===== src/rtl/pcrb_pkg.sv =====
// Package: address map, reset values, field layout and carriers of the PLL config bank
package pcrb_pkg;

   // ---------------------------------------------------------------
   // Register indices
   // ---------------------------------------------------------------
   localparam int NREG        = 18;
   localparam int IDX_L2_SINK = 0;
   localparam int IDX_L2_OFFS = 1;
   localparam int IDX_L2_BST  = 2;
   localparam int IDX_L2_CTRL = 3;
   localparam int IDX_INT     = 4;
   localparam int IDX_CAL_LO  = 5;
   localparam int IDX_CAL_HI  = 6;
   localparam int IDX_NUM0    = 7;
   localparam int IDX_DEN0    = 10;
   localparam int IDX_MOD     = 13;
   localparam int IDX_PUMP    = 14;
   localparam int IDX_CORES   = 15;
   localparam int IDX_SRCSNK  = 16;
   localparam int IDX_PD      = 17;

   // ---------------------------------------------------------------
   // Byte addresses, reset values and writable bits
   // ---------------------------------------------------------------
   localparam logic [15:0] REG_ADDR [NREG] = '{
      16'h0230, 16'h0231, 16'h0232, 16'h0233,
      16'h0240, 16'h0242, 16'h0243,
      16'h0244, 16'h0245, 16'h0246,
      16'h0248, 16'h0249, 16'h024A,
      16'h024C, 16'h024D, 16'h024E, 16'h024F, 16'h0250};
   localparam logic [7:0] REG_RESET [NREG] = '{
      8'h00, 8'h20, 8'hF0, 8'hE0,
      8'h0C, 8'h00, 8'h80,
      8'h00, 8'h00, 8'h00,
      8'h00, 8'h00, 8'h00,
      8'h00, 8'h80, 8'hFF, 8'hF0, 8'hE0};
   localparam logic [7:0] REG_MASK [NREG] = '{
      8'h0F, 8'h3F, 8'hF0, 8'hE1,
      8'hFF, 8'hFF, 8'hBF,
      8'hFF, 8'hFF, 8'hFF,
      8'hFF, 8'hFF, 8'hFF,
      8'h7E, 8'h80, 8'hFF, 8'hFF, 8'hE0};

   // ---------------------------------------------------------------
   // Field positions
   // ---------------------------------------------------------------
   localparam int L2_PD_BIT      = 7;
   localparam int L2_PFD_PD_BIT  = 6;
   localparam int L2_DIV_PD_BIT  = 5;
   localparam int L2_RSEL_BIT    = 0;
   localparam int CAL_EN_BIT     = 7;
   localparam int MOD_DITH_BIT   = 6;
   localparam int MOD_SHAPE_BIT  = 5;
   localparam int MOD_GAIN_LSB   = 3;
   localparam int MOD_ORDER_LSB  = 1;
   localparam int PUMP_EN_BIT    = 7;
   localparam int PD_ALL_BIT     = 7;
   localparam int PD_PFD_BIT     = 6;
   localparam int PD_DIV_BIT     = 5;
   localparam logic [7:0] UNMAPPED_READ = 8'h00;

   // ---------------------------------------------------------------
   // Carriers
   // ---------------------------------------------------------------
   typedef struct packed {
      logic [3:0] sink_enables;
      logic [5:0] pump_offset_code;
      logic [3:0] cascode_boost;
      logic       power_down;
      logic       detector_power_down;
      logic       divider_power_down;
      logic       reference_select;
   } pcrb_loop2_cfg_t;

   typedef struct packed {
      logic [3:0] sink_active;
      logic       detector_off;
      logic       divider_off;
      logic       pump_off;
   } pcrb_loop2_ctl_t;

   typedef struct packed {
      logic [7:0]  int_divider;
      logic [13:0] cal_ref_divider;
      logic        cal_enable;
      logic        cal_ref_from_loop2;
      logic [23:0] numerator;
      logic [23:0] denominator;
      logic        dither_enable;
      logic        dither_shaped;
      logic [1:0]  dither_gain;
      logic [1:0]  modulator_order;
      logic        pump_enable;
      logic [3:0]  cascode_boost;
      logic [3:0]  pump_core_enables;
      logic [3:0]  source_enables;
      logic [3:0]  sink_enables;
      logic        power_down_all;
      logic        detector_power_down;
      logic        divider_power_down;
   } pcrb_synth_cfg_t;

endpackage


===== src/rtl/pcrb_byte_reg.sv =====
// One byte-wide configuration register with reset value and writable-bit mask
module pcrb_byte_reg #(
   parameter logic [7:0] RESET_VALUE = 8'h00,
   parameter logic [7:0] WRITE_MASK  = 8'hFF
) (
   // Clock and reset
   input  wire logic       clk,
   input  wire logic       nrst,
   // Write side
   input  wire logic       we,
   input  wire logic [7:0] wdata,
   // Stored value
   output logic [7:0]      q
);

   // Masked-off bits hold zero forever, so reserved bits read as zero
   always_ff @(posedge clk)
   begin
      if (!nrst)
         q <= RESET_VALUE & WRITE_MASK;
      else if (we)
         q <= wdata & WRITE_MASK;
   end

endmodule


===== src/rtl/pcrb_regfile.sv =====
// Configuration register bank for the second analog loop and the converter synth loop
//
// What this block does
// RULE1 - Sink bit n enables pump core n sink
// RULE2 - Six-bit pump offset code resets to 0x20
// RULE3 - Host leaves cascode boost at all ones
// RULE4 - Main power-down kills loop except oscillator
// RULE5 - Detector power-down bit resets to one
// RULE6 - Divider power-down bit resets to one
// RULE7 - Reference select: 0 first loop, 1 second
// RULE8 - Integer divider at 0x0240, reset 0x0C; SYNTH_CFG.int_divider is 0 in reset, 0x0C from the first edge after release
// RULE9 - Host programs 14-bit calibration divider bytes
// RULE10 - Calibration reference only from analog loops
// RULE11 - Numerator, denominator, options, power-downs mapped
// RULE12 - Calibration enable resets to one; SYNTH_CFG.cal_enable is 0 during reset, 1 from the first edge after release
// RULE13 - Reserved bits read zero, writes ignored
module pcrb_regfile (
   // Clock and reset
   input  wire logic                      CORE_CLK,
   input  wire logic                      NRST,
   // Configuration port
   input  wire logic [15:0]               CFG_ADDR,
   input  wire logic                      CFG_WR,
   input  wire logic [7:0]                CFG_WDATA,
   input  wire logic                      CFG_RD,
   output logic [7:0]                     CFG_RDATA,
   output logic                           CFG_RVALID,
   output logic                           CFG_HIT,
   // Second analog loop settings
   output pcrb_pkg::pcrb_loop2_cfg_t      LOOP2_CFG,
   output pcrb_pkg::pcrb_loop2_ctl_t      LOOP2_CTL,
   // Converter synth loop settings
   output pcrb_pkg::pcrb_synth_cfg_t      SYNTH_CFG
);

   // ---------------------------------------------------------------
   // Decode and storage
   // ---------------------------------------------------------------
   logic [7:0]              q [pcrb_pkg::NREG];
   logic [pcrb_pkg::NREG-1:0] hit;
   logic [7:0]              rd_sel [pcrb_pkg::NREG+1];

   assign rd_sel[0] = pcrb_pkg::UNMAPPED_READ;

   genvar g;
   generate
      for (g = 0; g < pcrb_pkg::NREG; g = g + 1)
      begin : regs
         wire logic we_g;
         assign hit[g] = (CFG_ADDR == pcrb_pkg::REG_ADDR[g]);  // RULE11
         assign we_g   = CFG_WR & hit[g];
         // Read data is an OR of one-hot selected bytes
         assign rd_sel[g+1] = rd_sel[g] | (hit[g] ? q[g] : 8'h00);
         pcrb_byte_reg #(
            .RESET_VALUE (pcrb_pkg::REG_RESET[g]),
            .WRITE_MASK  (pcrb_pkg::REG_MASK[g])          // RULE13
         ) u_reg (
            .clk   (CORE_CLK),
            .nrst  (NRST),
            .we    (we_g),
            .wdata (CFG_WDATA),
            .q     (q[g])
         );
      end
   endgenerate

   wire logic       any_hit = |hit;
   wire logic [7:0] next_rdata = rd_sel[pcrb_pkg::NREG];

   assign CFG_HIT = any_hit;

   // ---------------------------------------------------------------
   // Read port
   // ---------------------------------------------------------------
   // Unmapped addresses return zero rather than stale data
   always_ff @(posedge CORE_CLK)
   begin
      if (!NRST)
      begin
         CFG_RDATA  <= 8'h00;
         CFG_RVALID <= 1'b0;
      end
      else
      begin
         CFG_RVALID <= CFG_RD;
         if (CFG_RD)
            CFG_RDATA <= next_rdata;
      end
   end

   // ---------------------------------------------------------------
   // Second analog loop fields
   // ---------------------------------------------------------------
   pcrb_pkg::pcrb_loop2_cfg_t next_loop2;
   pcrb_pkg::pcrb_loop2_ctl_t next_ctl;
   wire logic [7:0] l2_ctrl = q[pcrb_pkg::IDX_L2_CTRL];

   assign next_loop2.sink_enables        = q[pcrb_pkg::IDX_L2_SINK][3:0];
   assign next_loop2.pump_offset_code    = q[pcrb_pkg::IDX_L2_OFFS][5:0];  // RULE2
   assign next_loop2.cascode_boost       = q[pcrb_pkg::IDX_L2_BST][7:4];
   assign next_loop2.power_down          = l2_ctrl[pcrb_pkg::L2_PD_BIT];      // RULE4
   assign next_loop2.detector_power_down = l2_ctrl[pcrb_pkg::L2_PFD_PD_BIT];  // RULE5
   assign next_loop2.divider_power_down  = l2_ctrl[pcrb_pkg::L2_DIV_PD_BIT];  // RULE6
   assign next_loop2.reference_select    = l2_ctrl[pcrb_pkg::L2_RSEL_BIT];    // RULE7

   // Main power-down overrides every block but the oscillator
   assign next_ctl.sink_active  = next_loop2.power_down ? 4'h0 : next_loop2.sink_enables;  // RULE1
   assign next_ctl.detector_off = next_loop2.power_down | next_loop2.detector_power_down;   // RULE4
   assign next_ctl.divider_off  = next_loop2.power_down | next_loop2.divider_power_down;    // RULE4
   assign next_ctl.pump_off     = next_loop2.power_down;                                    // RULE4

   // ---------------------------------------------------------------
   // Converter synth loop fields
   // ---------------------------------------------------------------
   pcrb_pkg::pcrb_synth_cfg_t next_synth;
   wire logic [7:0] cal_hi = q[pcrb_pkg::IDX_CAL_HI];
   wire logic [7:0] modb   = q[pcrb_pkg::IDX_MOD];
   wire logic [7:0] pdb    = q[pcrb_pkg::IDX_PD];

   assign next_synth.int_divider        = q[pcrb_pkg::IDX_INT];                       // RULE8
   assign next_synth.cal_ref_divider    = {cal_hi[5:0], q[pcrb_pkg::IDX_CAL_LO]};    // RULE9
   assign next_synth.cal_enable         = cal_hi[pcrb_pkg::CAL_EN_BIT];              // RULE12
   // Only two sources exist for the calibration reference
   assign next_synth.cal_ref_from_loop2 = next_loop2.reference_select;               // RULE10
   assign next_synth.numerator          = {q[pcrb_pkg::IDX_NUM0+2], q[pcrb_pkg::IDX_NUM0+1],
                                           q[pcrb_pkg::IDX_NUM0]};                   // RULE11
   assign next_synth.denominator        = {q[pcrb_pkg::IDX_DEN0+2], q[pcrb_pkg::IDX_DEN0+1],
                                           q[pcrb_pkg::IDX_DEN0]};                   // RULE11
   assign next_synth.dither_enable      = modb[pcrb_pkg::MOD_DITH_BIT];
   assign next_synth.dither_shaped      = modb[pcrb_pkg::MOD_SHAPE_BIT];
   assign next_synth.dither_gain        = modb[pcrb_pkg::MOD_GAIN_LSB +: 2];
   assign next_synth.modulator_order    = modb[pcrb_pkg::MOD_ORDER_LSB +: 2];
   assign next_synth.pump_enable        = q[pcrb_pkg::IDX_PUMP][pcrb_pkg::PUMP_EN_BIT];
   assign next_synth.cascode_boost      = q[pcrb_pkg::IDX_CORES][7:4];
   assign next_synth.pump_core_enables  = q[pcrb_pkg::IDX_CORES][3:0];
   assign next_synth.source_enables     = q[pcrb_pkg::IDX_SRCSNK][7:4];
   assign next_synth.sink_enables       = q[pcrb_pkg::IDX_SRCSNK][3:0];
   assign next_synth.power_down_all      = pdb[pcrb_pkg::PD_ALL_BIT];                // RULE11
   assign next_synth.detector_power_down = pdb[pcrb_pkg::PD_PFD_BIT];
   assign next_synth.divider_power_down  = pdb[pcrb_pkg::PD_DIV_BIT];

   // ---------------------------------------------------------------
   // Output registers
   // ---------------------------------------------------------------
   // One cycle of latency keeps analog controls glitch free
   always_ff @(posedge CORE_CLK)
   begin
      if (!NRST)
      begin
         LOOP2_CFG <= '{sink_enables: 4'h0, pump_offset_code: 6'h20, cascode_boost: 4'hF,
                        power_down: 1'b1, detector_power_down: 1'b1,
                        divider_power_down: 1'b1, reference_select: 1'b0};
         LOOP2_CTL <= '{sink_active: 4'h0, detector_off: 1'b1, divider_off: 1'b1, pump_off: 1'b1};
         SYNTH_CFG <= '0;
      end
      else
      begin
         LOOP2_CFG <= next_loop2;
         LOOP2_CTL <= next_ctl;
         SYNTH_CFG <= next_synth;
      end
   end

endmodule


===== config.mk =====
export PLATFORM = sky130hd
export DESIGN_NAME = pcrb_regfile
export DESIGN_NICKNAME = d
export VERILOG_FILES = /design/src/rtl/pcrb_pkg.sv /design/src/rtl/pcrb_byte_reg.sv /design/src/rtl/pcrb_regfile.sv
export SDC_FILE = /design/constraint.sdc
export NUM_CORES = 1
export LEC_CHECK = 0
export ABC_AREA = 0
export BUFFER_PORTS_ARGS = -buffer_cell sky130_fd_sc_hd__buf_2
export CORE_MARGIN = 8
export CORE_UTILIZATION = 45
export CTS_BUF_LIST = sky130_fd_sc_hd__clkbuf_2
export DETAILED_ROUTE_END_ITERATION = 10
export PLACE_DENSITY = 0.66
export SYNTH_ARGS = -nofsm -noshare
export SYNTH_HDL_FRONTEND = slang
export SYNTH_HIERARCHICAL = 1
export SYNTH_SLANG_ARGS = --single-unit

===== constraint.sdc =====
create_clock -name CORE_CLK -period 3.3 [get_ports CORE_CLK]
set_clock_uncertainty 0.1 [all_clocks]
set_input_delay 0.33 -clock CORE_CLK [delete_from_list [all_inputs] [get_ports CORE_CLK]]
set_output_delay 0.33 -clock CORE_CLK [all_outputs]
set_load 0.01 [all_outputs]

==> results.py <==
metrics = {
    "floorplan": {
        "coreArea_um2": 21600,
        "die-width_um": 164,
        "row_count": 54,
        "die_h_um": 164,
        "die_area_um2": 26700,
        "initial_core_util_pct": 45.3,
        "ios": 161,
    },
    "synthesis": {
        "synth_area_per_cell_um2": 10.4,
        "synthArstFlopShare_pct": 0,
        "yosysWarnings": 6,
        "ys_seq_area_share_pct": 50.1,
        "synth_cell_types": 59,
        "synth_edf_count": 0,
        "ys.flop_type": "dfxtp_1",
        "mappedNetlistArea_um2": 9790,
        "syn_inst": 939,
        "synth_seq_cells": 245,
    },
    "final_layout": {
        "post-route-cell-area_um2": 11400,
        "final-instance-count-excl-fill": 1458,
        "final_common_cell": "dfxtp_1",
        "finalNetCount": 1161,
        "mostFrequentLayoutCells": "245 x dfxtp_1, 159 x buf_2, 119 x and2_1",
        "drive_above_1_share_pct": 24.9,
        "fillCellCount": 2065,
        "synthToLayoutAreaGrowth_pct": 16.1,
    },
    "cts": {
        "cts-root-buf": "clkbuf_2",
        "numClockSinks": 245,
        "cts_setup_buffers": 0,
        "cts_tree": "built",
        "clk_latency_ps": 830,
        "cts_buffer_depth": 3,
        "cts_resized": 0,
        "htreeDepth": 2,
        "path_clk_slew_ps": 110,
        "cts_made_buffers": 60,
    },
    "power": {
        "ir_drop_mv": 0.254,
        "power.leakage_nw": 4.52,
        "power.density_nw_per_um2": 469,
        "total_power_w": 0.00533,
    },
    "worst_setup_path": {
        "cp.required_ps": 2870,
        "cp_slowest_cell": "or2_2",
        "crit_type": "in -> out",
        "cp_max_fo": 36,
        "path_cells": "buf_2 > or2_2 > o21ai_0 > o21ai_0 > o41ai_1 > a22o_1 > buf_2",
        "crit_path_end_kind": "output pin",
        "worst_r2r_path_depth": 6,
        "cp-start-kind": "input pin",
        "critical_path_arrival_ps": 2110,
        "cpPeakStageDelay_ps": 440,
    },
    "routing": {
        "first_iter_violations": 576,
        "dr_total_vias": 7511,
        "routed_wl_um": 29000,
        "final_antenna_net_count": 0,
        "drtPass1Iterations": 7,
        "drt-vias-per-instance": 5.15,
        "wl_per_cell_um": 19.9,
        "drcViolationCount": 0,
    },
    "place": {
        "place_area_um2": 10700,
        "gp_congestion": 0.924,
        "port_buffers": 160,
        "dpl.hpwl_um": 20200,
        "placed_cells": 1339,
    },
    "global_route": {
        "grt_pass1_vias": 7350,
        "grt_use_total_pct": 21.2,
        "grt_antenna_before_repair": 3,
        "grt_max_degree": 113,
        "gr-total-overflow": 0,
        "grt_pass1_wl_um": 43600,
    },
    "timing": {
        "period_share_pct": 77.0,
        "setup_viol": 0,
        "drv_slew": 0,
        "max_slew_margin_pct": 28.8,
        "fin_setup_tns_ps": 0,
        "fmax_ghz": 0.394,
        "rsz0062_at_grt": "no",
        "tightest_slew_ps": 1060,
        "finalCriticalPeriod_ps": 2540,
        "timing_hold_violations_final": 0,
    },
    "min_path": {
        "hold_path_class": "in -> reg",
        "worstHoldPathCells": 6,
    },
    "status": {
        "status": "complete, no violations",
    },
    "run": {
        "maxCapViolCount": 0,
    },
}
## metal layers
metal	track usage (%)	share of wire, %	up-vias
met5	0	0.028	-
met4	6.86	1.9	2
met3	6.28	8.0	40
met2	32.0	45	277
met1	28.5	45	3568
li1	-	-	3624
## worst max-delay path, delay by kind of cell
family / cells / cell delay [ps]
buffers and inverters: 2 / 490
and+or+nand+nor: 1 / 440
AOI/OAI and AO/OA: 4 / 820
## power breakdown
| group | internal (W) | switching [W] | total [W] | leakage [nW] |
|---|---|---|---|---|
| Clock | 0.000887 | 0.00117 | 0.00206 | 0.407 |
| Combinational | 0.000101 | 0.000192 | 0.000292 | 2.13 |
| Sequential | 0.00297 | 0.00000667 | 0.00298 | 1.98 |
## cell type report
| class | count | area [um2] | area share [%] |
|---|---|---|---|
| clock buffers | 79 | 395 | 3.48 |
| well taps | 280 | 350 | 3.08 |
| inverters | 8 | 30.0 | 0.264 |
| flip-flops and latches | 245 | 4900 | 43.2 |
| clock inverters | 25 | 174 | 1.53 |
| repair buffers | 200 | 1150 | 10.1 |
| multi-input cells | 618 | 4360 | 38.3 |
| diodes | 3 | 7.51 | 0.0661 |
## path summary, 6_finish.rpt
path	startpoint	end	slack, ps
max	CFG_ADDR[2]	CFG_HIT	760
min	CFG_ADDR[5]	regs[17].u_reg/q[6]	190
max reg2reg	regs[8].u_reg/q[3]	CFG_RDATA[3]	1320
min reg2reg	regs[3].u_reg/q[6]	regs[3].u_reg/q[6]	390
## cells by family after synthesis
kind of cell | count (synthesis) | synth area share [%]
AO/OA/AOI/OAI | 111 | 8.19
flip-flops | 245 | 50.1
other | 8 | 0.307
multiplexers | 127 | 13.1
XOR/XNOR | 1 | 0.0895
AND/OR/NAND/NOR | 350 | 21.9
buffers and inverters | 97 | 6.26
## sequential cells by signal, summed over array words and instances, names as in the netlist
signal / count
regs.u_reg/q: 115
CFG_RVALID: 1
SYNTH_CFG: 98
CFG_RDATA: 8
LOOP2_CTL: 7
LOOP2_CFG: 16
## cells in the mapped netlist, types with 11 or more instances
master    instances  area (um2)
dfxtp_1         245        4900
and2_1          119         744
mux2i_1         117        1170
nor2b_1          97         607
nand2_1          43         161
buf_4            32         240
clkbuf_1         26        97.6
o21ai_0          26         130
a22oi_1          21         158
buf_6            15         169
a31oi_1          13        81.3
nor2_1           12        45.0
buf_2            11        55.1
## repair_timing
item                                    CTS  global route
hold buffers                             12             0
endpoints found under the hold margin   146             0
endpoints found under the setup margin    0             0
## stage by stage
stage	utilization, %	hold WS [ps]	setup WS, ps
after global placement	49.3	352	542
after CTS	52.5	101	769
after detailed placement	49.3	364	489
after global routing	52.6	148	612
after floorplan	-	292	941
final	52.6	189	759
Power figures use the tool's default switching activity.
